File: src/verilog/sdm_pkg.sv
// constants, opcodes and types for the serial dot matrix display controller
// assumes a single 100 MHz mclk domain shared by all logic
package sdm_pkg;
  // ==========================================================
  // timing
  localparam int CLK_PERIOD_NS = 10;
  localparam int OSC_HALF_NS = 2000;
  localparam int OSC_HALF_CYC = (OSC_HALF_NS + CLK_PERIOD_NS - 1) /
                                CLK_PERIOD_NS;
  localparam logic [8:0] STROBE_LAST = 9'h13F;  // divide by 320
  localparam logic [3:0] PRESCALE_LAST = 4'hF;  // divide by 16
  // ==========================================================
  // geometry
  localparam int NUM_CHARS = 8;
  localparam int NUM_ROWS = 7;
  localparam int NUM_COLS = 5;
  localparam int RAM_WORDS = 56;
  localparam logic [2:0] LAST_ROW = 3'h6;
  localparam logic [2:0] ROW_DONE = 3'h7;
  // ==========================================================
  // command words
  localparam logic [2:0] OPC_ADDR = 3'h5;
  localparam logic [2:0] OPC_COLUMN = 3'h0;
  localparam logic [2:0] OPC_CTRL = 3'h7;
  localparam logic [7:0] CLEAR_WORD = 8'hC0;
  localparam int CTL_PRESCALE_BIT = 4;
  localparam int CTL_PEAK_BIT = 3;
  localparam logic [4:0] CTL_RESET = 5'h08;  // 100 %, full peak, /1
  localparam logic [4:0] CTL_POWER_DOWN = 5'h0F;
  // on-time per row in mux ticks out of 320, indexed by brightness code
  localparam logic [8:0] DUTY_TABLE [0:7] = '{9'h140, 9'h0AA, 9'h080,
    9'h056, 9'h040, 9'h02A, 9'h015, 9'h000};
  // ==========================================================
  // apb map and status layout
  localparam logic [11:0] ADDR_STATUS = 12'h000;
  localparam logic [11:0] ADDR_CMD = 12'h004;
  localparam int ST_CHAR_LSB = 0;
  localparam int ST_ROWPTR_LSB = 3;
  localparam int ST_CTL_LSB = 6;
  localparam int ST_CLEAR_BIT = 11;
  localparam int ST_PDOWN_BIT = 12;
  localparam int ST_INTOSC_BIT = 13;
  // ==========================================================
  // decoded command kinds
  typedef enum logic [4:0] {
    SDM_OP_NONE = 5'b00001,
    SDM_OP_ADDR = 5'b00010,
    SDM_OP_COLUMN = 5'b00100,
    SDM_OP_CTRL = 5'b01000,
    SDM_OP_CLEAR = 5'b10000
  } sdm_op_t;
endpackage

File: src/verilog/sdm_display_ctrl.sv
// serial command interpreter, dot ram and row multiplexer
// assumes a host shifting words on pins, and an apb master on mclk
//
// Our own choices: register access over APB and the register offsets.
`timescale 1ns/1ps
module sdm_display_ctrl (
  input wire logic mclk,
  input wire logic reset_n,
  input wire logic serial_data,
  input wire logic serial_shift_clock,
  input wire logic load_n,
  input wire logic clock_source_select,
  input wire logic mux_clk_in,
  output logic mux_clk_out,
  output logic mux_clk_oe,
  output logic [6:0] row_strobe,
  output logic [39:0] column_drive,
  output logic peak_current_full,
  output logic power_down,
  input wire logic psel,
  input wire logic penable,
  input wire logic pwrite,
  input wire logic [11:0] paddr,
  input wire logic [31:0] pwdata,
  output logic [31:0] prdata,
  output logic pready,
  output logic pslverr
);
  // ========================================================
  // pin synchronisers: data, shift clock, load, select, mux clock
  logic [4:0] sync1, sync2, sync3, filt;
  logic [4:0] next_filt;
  logic f_data, f_sclk, f_load_n, f_sel, f_mclk;
  logic sclk_q, load_q, extclk_q;

  // a pin change counts only once stages two and three agree
  always_comb begin
    next_filt = (~(sync2 ^ sync3) & sync2) | ((sync2 ^ sync3) & filt);
  end

  always_ff @(posedge mclk) begin
    if (!reset_n) begin
      sync1 <= 5'h04;
      sync2 <= 5'h04;
      sync3 <= 5'h04;
      filt <= 5'h04;
      sclk_q <= 1'b0;
      load_q <= 1'b1;
      extclk_q <= 1'b0;
    end else begin
      sync1 <= {mux_clk_in, clock_source_select, load_n,
                serial_shift_clock, serial_data};
      sync2 <= sync1;
      sync3 <= sync2;
      filt <= next_filt;
      sclk_q <= f_sclk;
      load_q <= f_load_n;
      extclk_q <= f_mclk;
    end
  end

  assign f_data = filt[0];
  assign f_sclk = filt[1];
  assign f_load_n = filt[2];
  assign f_sel = filt[3];
  assign f_mclk = filt[4];

  // ========================================================
  // serial shift register and command decode
  logic [7:0] shreg, next_shreg, last_cmd, next_last_cmd;
  logic sclk_rise, load_rise, load_fall, apb_cmd;
  logic [7:0] cmd_word;
  logic cmd_valid;
  sdm_pkg::sdm_op_t cmd_op;

  function automatic sdm_pkg::sdm_op_t decode_op(input logic [7:0] w);
    decode_op = sdm_pkg::SDM_OP_NONE;
    if (w == sdm_pkg::CLEAR_WORD) begin
      decode_op = sdm_pkg::SDM_OP_CLEAR;
    end else if (w[7:5] == sdm_pkg::OPC_ADDR && w[4:3] == 2'h0) begin
      decode_op = sdm_pkg::SDM_OP_ADDR;
    end else if (w[7:5] == sdm_pkg::OPC_COLUMN) begin
      decode_op = sdm_pkg::SDM_OP_COLUMN;
    end else if (w[7:5] == sdm_pkg::OPC_CTRL) begin
      decode_op = sdm_pkg::SDM_OP_CTRL;
    end
  endfunction

  assign sclk_rise = f_sclk & ~sclk_q;
  assign load_rise = f_load_n & ~load_q;
  assign load_fall = ~f_load_n & load_q;
  // serial load wins; an apb command in the same cycle is dropped
  assign cmd_valid = load_rise | apb_cmd;
  assign cmd_word = load_rise ? shreg : pwdata[7:0];
  assign cmd_op = cmd_valid ? decode_op(cmd_word)
                            : sdm_pkg::SDM_OP_NONE;

  // lsb first: first bit ends up in bit 0 after eight edges
  always_comb begin
    next_shreg = shreg;
    if (sclk_rise && !f_load_n) begin
      next_shreg = {f_data, shreg[7:1]};
    end
    next_last_cmd = cmd_valid ? cmd_word : last_cmd;
  end

  always_ff @(posedge mclk) begin
    if (!reset_n) begin
      shreg <= 8'h00;
      last_cmd <= 8'h00;
    end else begin
      shreg <= next_shreg;
      last_cmd <= next_last_cmd;
    end
  end

  // ========================================================
  // address, row pointer, control word, clear and dot ram
  logic [2:0] char_addr, next_char_addr, row_ptr, next_row_ptr;
  logic [4:0] ctl, next_ctl;
  logic clear_act, next_clear_act, blank, next_blank;
  logic [4:0] ram [0:sdm_pkg::RAM_WORDS-1];
  logic [4:0] next_ram [0:sdm_pkg::RAM_WORDS-1];
  logic half_sel;
  logic [5:0] wr_index;

  // half select: bit 2 of the character picks which half owns it
  assign half_sel = char_addr[2];
  // operands widened first so the character base does not wrap at 3 bits
  assign wr_index = 6'(char_addr) * 6'(sdm_pkg::NUM_ROWS) + 6'(row_ptr);

  always_comb begin
    next_char_addr = char_addr;
    next_row_ptr = row_ptr;
    next_ctl = ctl;
    next_clear_act = clear_act;
    next_blank = blank;
    for (int i = 0; i < sdm_pkg::RAM_WORDS; i++) begin
      next_ram[i] = ram[i];
    end
    // the next input cycle ends a clear and lifts the blank
    if (load_fall) begin
      next_clear_act = 1'b0;
      next_blank = 1'b0;
    end
    case (cmd_op)
      sdm_pkg::SDM_OP_ADDR: begin
        next_char_addr = cmd_word[2:0];
        next_row_ptr = 3'h0;
      end
      sdm_pkg::SDM_OP_COLUMN: begin
        if (row_ptr != sdm_pkg::ROW_DONE) begin
          next_ram[wr_index] = {cmd_word[0], cmd_word[1], cmd_word[2],
                                cmd_word[3], cmd_word[4]};
          next_row_ptr = row_ptr + 3'h1;
        end
      end
      sdm_pkg::SDM_OP_CTRL: begin
        next_ctl = cmd_word[4:0];
      end
      sdm_pkg::SDM_OP_CLEAR: begin
        next_clear_act = 1'b1;
        next_blank = 1'b1;
      end
      default: begin
      end
    endcase
    // while clear holds, ram and address stay empty
    if (next_clear_act) begin
      next_char_addr = 3'h0;
      next_row_ptr = 3'h0;
      for (int i = 0; i < sdm_pkg::RAM_WORDS; i++) begin
        next_ram[i] = 5'h00;
      end
    end
  end

  always_ff @(posedge mclk) begin
    if (!reset_n) begin
      char_addr <= 3'h0;
      row_ptr <= 3'h0;
      ctl <= sdm_pkg::CTL_RESET;
      clear_act <= 1'b0;
      blank <= 1'b1;
      for (int i = 0; i < sdm_pkg::RAM_WORDS; i++) begin
        ram[i] <= 5'h00;
      end
    end else begin
      char_addr <= next_char_addr;
      row_ptr <= next_row_ptr;
      ctl <= next_ctl;
      clear_act <= next_clear_act;
      blank <= next_blank;
      for (int i = 0; i < sdm_pkg::RAM_WORDS; i++) begin
        ram[i] <= next_ram[i];
      end
    end
  end

  // ========================================================
  // mux clock: internal oscillator or pin, prescaler, 320 chain
  logic [7:0] osc_cnt, next_osc_cnt;
  logic osc_q, next_osc_q, mux_tick, src_tick;
  logic [3:0] pre_cnt, next_pre_cnt;
  logic [8:0] phase, next_phase;
  logic [2:0] row, next_row;

  // select high picks the oscillator, low picks the pin
  assign src_tick = f_sel ? (next_osc_q & ~osc_q)
                          : (f_mclk & ~extclk_q);
  assign mux_tick = src_tick && (!ctl[sdm_pkg::CTL_PRESCALE_BIT] ||
                    pre_cnt == sdm_pkg::PRESCALE_LAST);

  // the counter never resets on a clear; only hardware reset stops it
  always_comb begin
    next_osc_cnt = osc_cnt + 8'h01;
    next_osc_q = osc_q;
    if (osc_cnt == 8'(sdm_pkg::OSC_HALF_CYC - 1)) begin
      next_osc_cnt = 8'h00;
      next_osc_q = ~osc_q;
    end
    next_pre_cnt = src_tick ? pre_cnt + 4'h1 : pre_cnt;
    next_phase = phase;
    next_row = row;
    if (mux_tick) begin
      next_phase = phase + 9'h001;
      if (phase == sdm_pkg::STROBE_LAST) begin
        next_phase = 9'h000;
        next_row = (row == sdm_pkg::LAST_ROW) ? 3'h0 : row + 3'h1;
      end
    end
  end

  always_ff @(posedge mclk) begin
    if (!reset_n) begin
      osc_cnt <= 8'h00;
      osc_q <= 1'b0;
      pre_cnt <= 4'h0;
      phase <= 9'h000;
      row <= 3'h0;
    end else begin
      osc_cnt <= next_osc_cnt;
      osc_q <= next_osc_q;
      pre_cnt <= next_pre_cnt;
      phase <= next_phase;
      row <= next_row;
    end
  end

  // ========================================================
  // display drive: ram read port, duty gating, clock pin
  logic [39:0] next_column;
  logic [6:0] next_strobe;
  logic row_on;

  // duty sets brightness; code 7 gives zero on-time
  assign row_on = (phase < sdm_pkg::DUTY_TABLE[ctl[2:0]]) &&
                  !blank;

  // read side only looks at ram, so writes never stall the scan
  generate
    for (genvar c = 0; c < sdm_pkg::NUM_CHARS; c++) begin : g_col
      assign next_column[c*5 +: 5] = row_on ?
        ram[c * sdm_pkg::NUM_ROWS + int'(row)] : 5'h00;
    end
  endgenerate

  always_comb begin
    next_strobe = row_on ? 7'(7'h01 << row) : 7'h00;
  end

  always_ff @(posedge mclk) begin
    if (!reset_n) begin
      row_strobe <= 7'h00;
      column_drive <= 40'h00_0000_0000;
      peak_current_full <= 1'b1;
      power_down <= 1'b0;
      mux_clk_out <= 1'b0;
      mux_clk_oe <= 1'b0;
    end else begin
      row_strobe <= next_strobe;
      column_drive <= next_column;
      peak_current_full <= ctl[sdm_pkg::CTL_PEAK_BIT];
      power_down <= (ctl == sdm_pkg::CTL_POWER_DOWN);
      mux_clk_out <= osc_q;
      mux_clk_oe <= f_sel;
    end
  end

  // ========================================================
  // apb slave: one wait-free access phase, errors off the map
  logic [31:0] next_prdata, status;
  logic next_pready, next_pslverr, hit;

  assign hit = (paddr == sdm_pkg::ADDR_STATUS) ||
               (paddr == sdm_pkg::ADDR_CMD);
  assign apb_cmd = psel && penable && pready && pwrite && !pslverr &&
                   (paddr == sdm_pkg::ADDR_CMD);
  assign status = 32'({f_sel, power_down, clear_act, ctl, row_ptr,
                       char_addr});

  always_comb begin
    next_pready = psel && !penable;
    next_pslverr = psel && !penable && !hit;
    next_prdata = prdata;
    if (psel && !penable && !pwrite) begin
      next_prdata = (paddr == sdm_pkg::ADDR_CMD) ? 32'(last_cmd)
                  : (paddr == sdm_pkg::ADDR_STATUS) ? status : 32'h0;
    end
  end

  always_ff @(posedge mclk) begin
    if (!reset_n) begin
      prdata <= 32'h0000_0000;
      pready <= 1'b0;
      pslverr <= 1'b0;
    end else begin
      prdata <= next_prdata;
      pready <= next_pready;
      pslverr <= next_pslverr;
    end
  end
endmodule

File: config.mk
export PLATFORM = sky130hd
export DESIGN_NAME = sdm_display_ctrl
export DESIGN_NICKNAME = d
export VERILOG_FILES = /design/src/verilog/sdm_pkg.sv /design/src/verilog/sdm_display_ctrl.sv
export SDC_FILE = /design/constraint.sdc
export NUM_CORES = 1
export LEC_CHECK = 0
export ABC_AREA = 0
export BUFFER_PORTS_ARGS = -buffer_cell sky130_fd_sc_hd__buf_2
export CORE_ASPECT_RATIO = 0.75
export CORE_UTILIZATION = 50
export DETAILED_ROUTE_END_ITERATION = 8
export PLACE_DENSITY = 0.7
export SYNTH_ARGS = -nofsm -noshare
export SYNTH_HDL_FRONTEND = slang
export SYNTH_SLANG_ARGS = --single-unit
File: constraint.sdc
create_clock -name mclk -period 5.7 [get_ports mclk]
set_clock_uncertainty 0.1 [all_clocks]
set_input_delay 0.855 -clock mclk [delete_from_list [all_inputs] [get_ports mclk]]
set_output_delay 0.855 -clock mclk [all_outputs]
set_load 0.02 [all_outputs]
==> impl_metrics.env <==
export IMPL_synth_top_cells_by_count="dfxtp_1 (424), nor2_1 (246), a211oi_1 (235)"
export IMPL_use_met1_pct=36.0
export IMPL_io_pins=139
export IMPL_ant_nets=0
export IMPL_setup_viol=0
export IMPL_cts_repair_resized=0
export IMPL_grt_max_degree=136
export IMPL_cts_tree="done"
export IMPL_combPwrFrac_pct=2.5
export IMPL_seq_area_frac_synth_pct=41.5
export IMPL_clock_root_buffer="clkbuf_16"
export IMPL_gp_congestion=0.814
export IMPL_reg2regPathDepth=9
export IMPL_synthCells=1911
export IMPL_synth_flop_cell="dfxtp_1"
export IMPL_setup_tns_ns=0
export IMPL_end_kind="flip-flop"
export IMPL_placed_area_um2=21200
export IMPL_reg2reg_to="ram[53][2]"
export IMPL_first_iter_violations=1566
export IMPL_grt_pass1_vias=14900
export IMPL_fill_cells=3333
export IMPL_dr_pass1_iters=5
export IMPL_timing_hold_ws_ns=0.314
export IMPL_wl_per_cell_um=21.7
export IMPL_power_switching_mw=1.32
export IMPL_viasPerCell=6.26
export IMPL_whs_path_depth=1
export IMPL_core_area_um2=39900
export IMPL_leakage_nw=7.88
export IMPL_nets=2019
export IMPL_worstHoldEndpoint="sync2[2]"
export IMPL_period_needed_ns=4.69
export IMPL_grt_busiest_layer="met2"
export IMPL_switching_share_pct=21.9
export IMPL_ys_warn_count=0
export IMPL_drt_wl_total_um=53800
export IMPL_hold_viol=0
export IMPL_p_per_area_nw_per_um2=266
export IMPL_post_cts_buffers=0
export IMPL_final_cell_area_um2=22700
export IMPL_clkTransAtPathRegs_ns=0.06
export IMPL_setup_ws_ns=1.01
export IMPL_post_route_util_pct=56.8
export IMPL_hp_class="reg -> reg"
export IMPL_min_from="sync1[2]"
export IMPL_min_period_over_period_pct=82.3
export IMPL_crit_type="reg -> reg"
export IMPL_fp_dieH_um=177
export IMPL_cts_sinks=424
export IMPL_synth_largest_area_cell="dfxtp_1"
export IMPL_postSynthAreaPerCell_um2=10.7
export IMPL_layoutNonFillerInstCount=2478
export IMPL_clkPwrFrac_pct=48.2
export IMPL_crit_path_max_fanout=16
export IMPL_rsz0062_at_grt="no"
export IMPL_io_buffers=96
export IMPL_slew_viol_final=0
export IMPL_synth_area_um2=20500
export IMPL_synth_most_common_cell="dfxtp_1"
export IMPL_setup_worst_path_start_class="flip-flop"
export IMPL_worst_pin_slew_ns=1.10
export IMPL_cap_violations=0
export IMPL_grt_first_pass_wirelength_um=85100
export IMPL_gr_total_overflow=0
export IMPL_cts_buffers=43
export IMPL_regToRegSetupSlack_ns=1.01
export IMPL_r2r_start="char_addr[1]"
export IMPL_pwr_share_seq_pct=49.3
export IMPL_area_growth_pct=10.8
export IMPL_hold_buffers=0
export IMPL_worstPathArrival_ns=5.05
export IMPL_met2_usage_pct=40.2
export IMPL_clockBufferDepth=3
export IMPL_die_x_um=236
export IMPL_yosysTopAreaCellShare_pct=41.5
export IMPL_layout_drive_gt1_share_pct=20.9
export IMPL_dpl_cell_count=2399
export IMPL_pre_cts_slack_ns=1.05
export IMPL_async_reset_ff_share_pct=0
export IMPL_power_mw=6.03
export IMPL_drc=0
export IMPL_hpwlAfterDp_um=34900
export IMPL_antenna_found_initial=1
export IMPL_ys_ff_latch=424
export IMPL_num_vias=15500
export IMPL_initial_core_util_pct=51.3
export IMPL_htreeDepth=2
export IMPL_run_status="completed"
export IMPL_clock_latency_ns=0.56
export IMPL_row_count=63
export IMPL_fmax_ghz=0.213
export IMPL_power_internal_mw=4.71
export IMPL_relSlewSlack_pct=26.0
export IMPL_grtUsageTotal_pct=25.8
export IMPL_synth_edf_count=0
export IMPL_dieArea_um2=41700
export IMPL_synth_cell_types=61
export IMPL_synth_area_top_cells="dfxtp_1 (41%), mux4_2 (16%), a211oi_1 (8.6%)"
export IMPL_vdd_drop_max_mv=0.177
export IMPL_crit_required_ns=6.06
export IMPL_met3_usage_pct=5.40
==> worst max path at each step <==
stage,startpoint,end,slack [ns],cells after the start
2_1_floorplan,row[1],column_drive[17],1.60,12
3_3_place_gp,char_addr[1],ram[55][1],1.20,8
3_5_place_dp,char_addr[1],ram[55][3],1.05,9
4_1_cts,char_addr[1],ram[55][3],1.03,9
5_1_grt,char_addr[1],ram[55][1],0.63,9
6_report,char_addr[1],ram[53][2],1.01,9
==> layout make-up <==
class / count / area, um^2 / area share, %
Antenna cell: 1 / 2.50 / 0.0110
Clock buffer: 61 / 1250 / 5.50
Clock inverter: 17 / 203 / 0.895
Inverter: 20 / 75.1 / 0.331
Multi-Input combinational cell: 1304 / 11200 / 49.5
Sequential cell: 424 / 8500 / 37.5
Tap cell: 520 / 651 / 2.87
Timing Repair Buffer: 131 / 768 / 3.39
==> state kept, by name, summed over array words and instances (netlist names), 3 cells and up, named ones only <==
register,flops
ram,280
column_drive,40
prdata,14
phase,9
last_cmd,8
osc_cnt,8
shreg,8
row_strobe,7
ctl,5
sync1,5
sync2,5
sync3,5
pre_cnt,4
char_addr,3
row,3
row_ptr,3
==> critical path, stage by stage (launching register included) <==
cell and delay, ns:
dfxtp_1 0.47, fa_1 0.49, fa_1 0.41, ha_1 0.47, a21bo_2 0.26, a221oi_1 0.43
o2111ai_4 0.56, nor4_2 1.05, nor2_1 0.08, a211oi_1 0.26
==> layer usage <==
layer,wire [um],up-vias
met5,0,-
met3,4790,98
met4,1260,0
li1,-,7104
met1,23500,7643
met2,24200,658
==> cell families (layout without fill, tap and decap cells) <==
group	Yosys count	count (layout)	share of synthesized area, %
AO/OA/AOI/OAI	414	414	13.9
adder cells (fa/ha/maj)	41	41	2.65
XOR/XNOR	21	21	0.899
AND/OR/NAND/NOR	556	556	14.9
flip-flops	424	424	41.5
buffers and inverters	200	229	4.75
other	1	19	0.0183
multiplexers	254	254	21.3
==> cells in the final DEF, fill, tap and decap left out, drive strengths merged, types with 19 or more instances in the layout <==
master  count
nor3       30
clkbuf     61
buf       131
nor2      246
nor2b      47
a211oi    235
ha         37
nor4       37
a21oi      99
inv        21
mux4      145
and2       23
mux2i     108
nand2      86
dfxtp     424
o21ai      19
==> power by group through the flow <==
stage	combinational [mW]	clock, mW	sequential [mW]
after detailed placement	0.148	0	3.04
after global placement	0.145	0	3.04
after floorplan	0.114	0	3.04
after CTS	0.148	2.95	2.97
final	0.151	2.91	2.97
after global routing	0.160	3.08	2.97
Note: power is estimated with default switching activity, not from simulation.
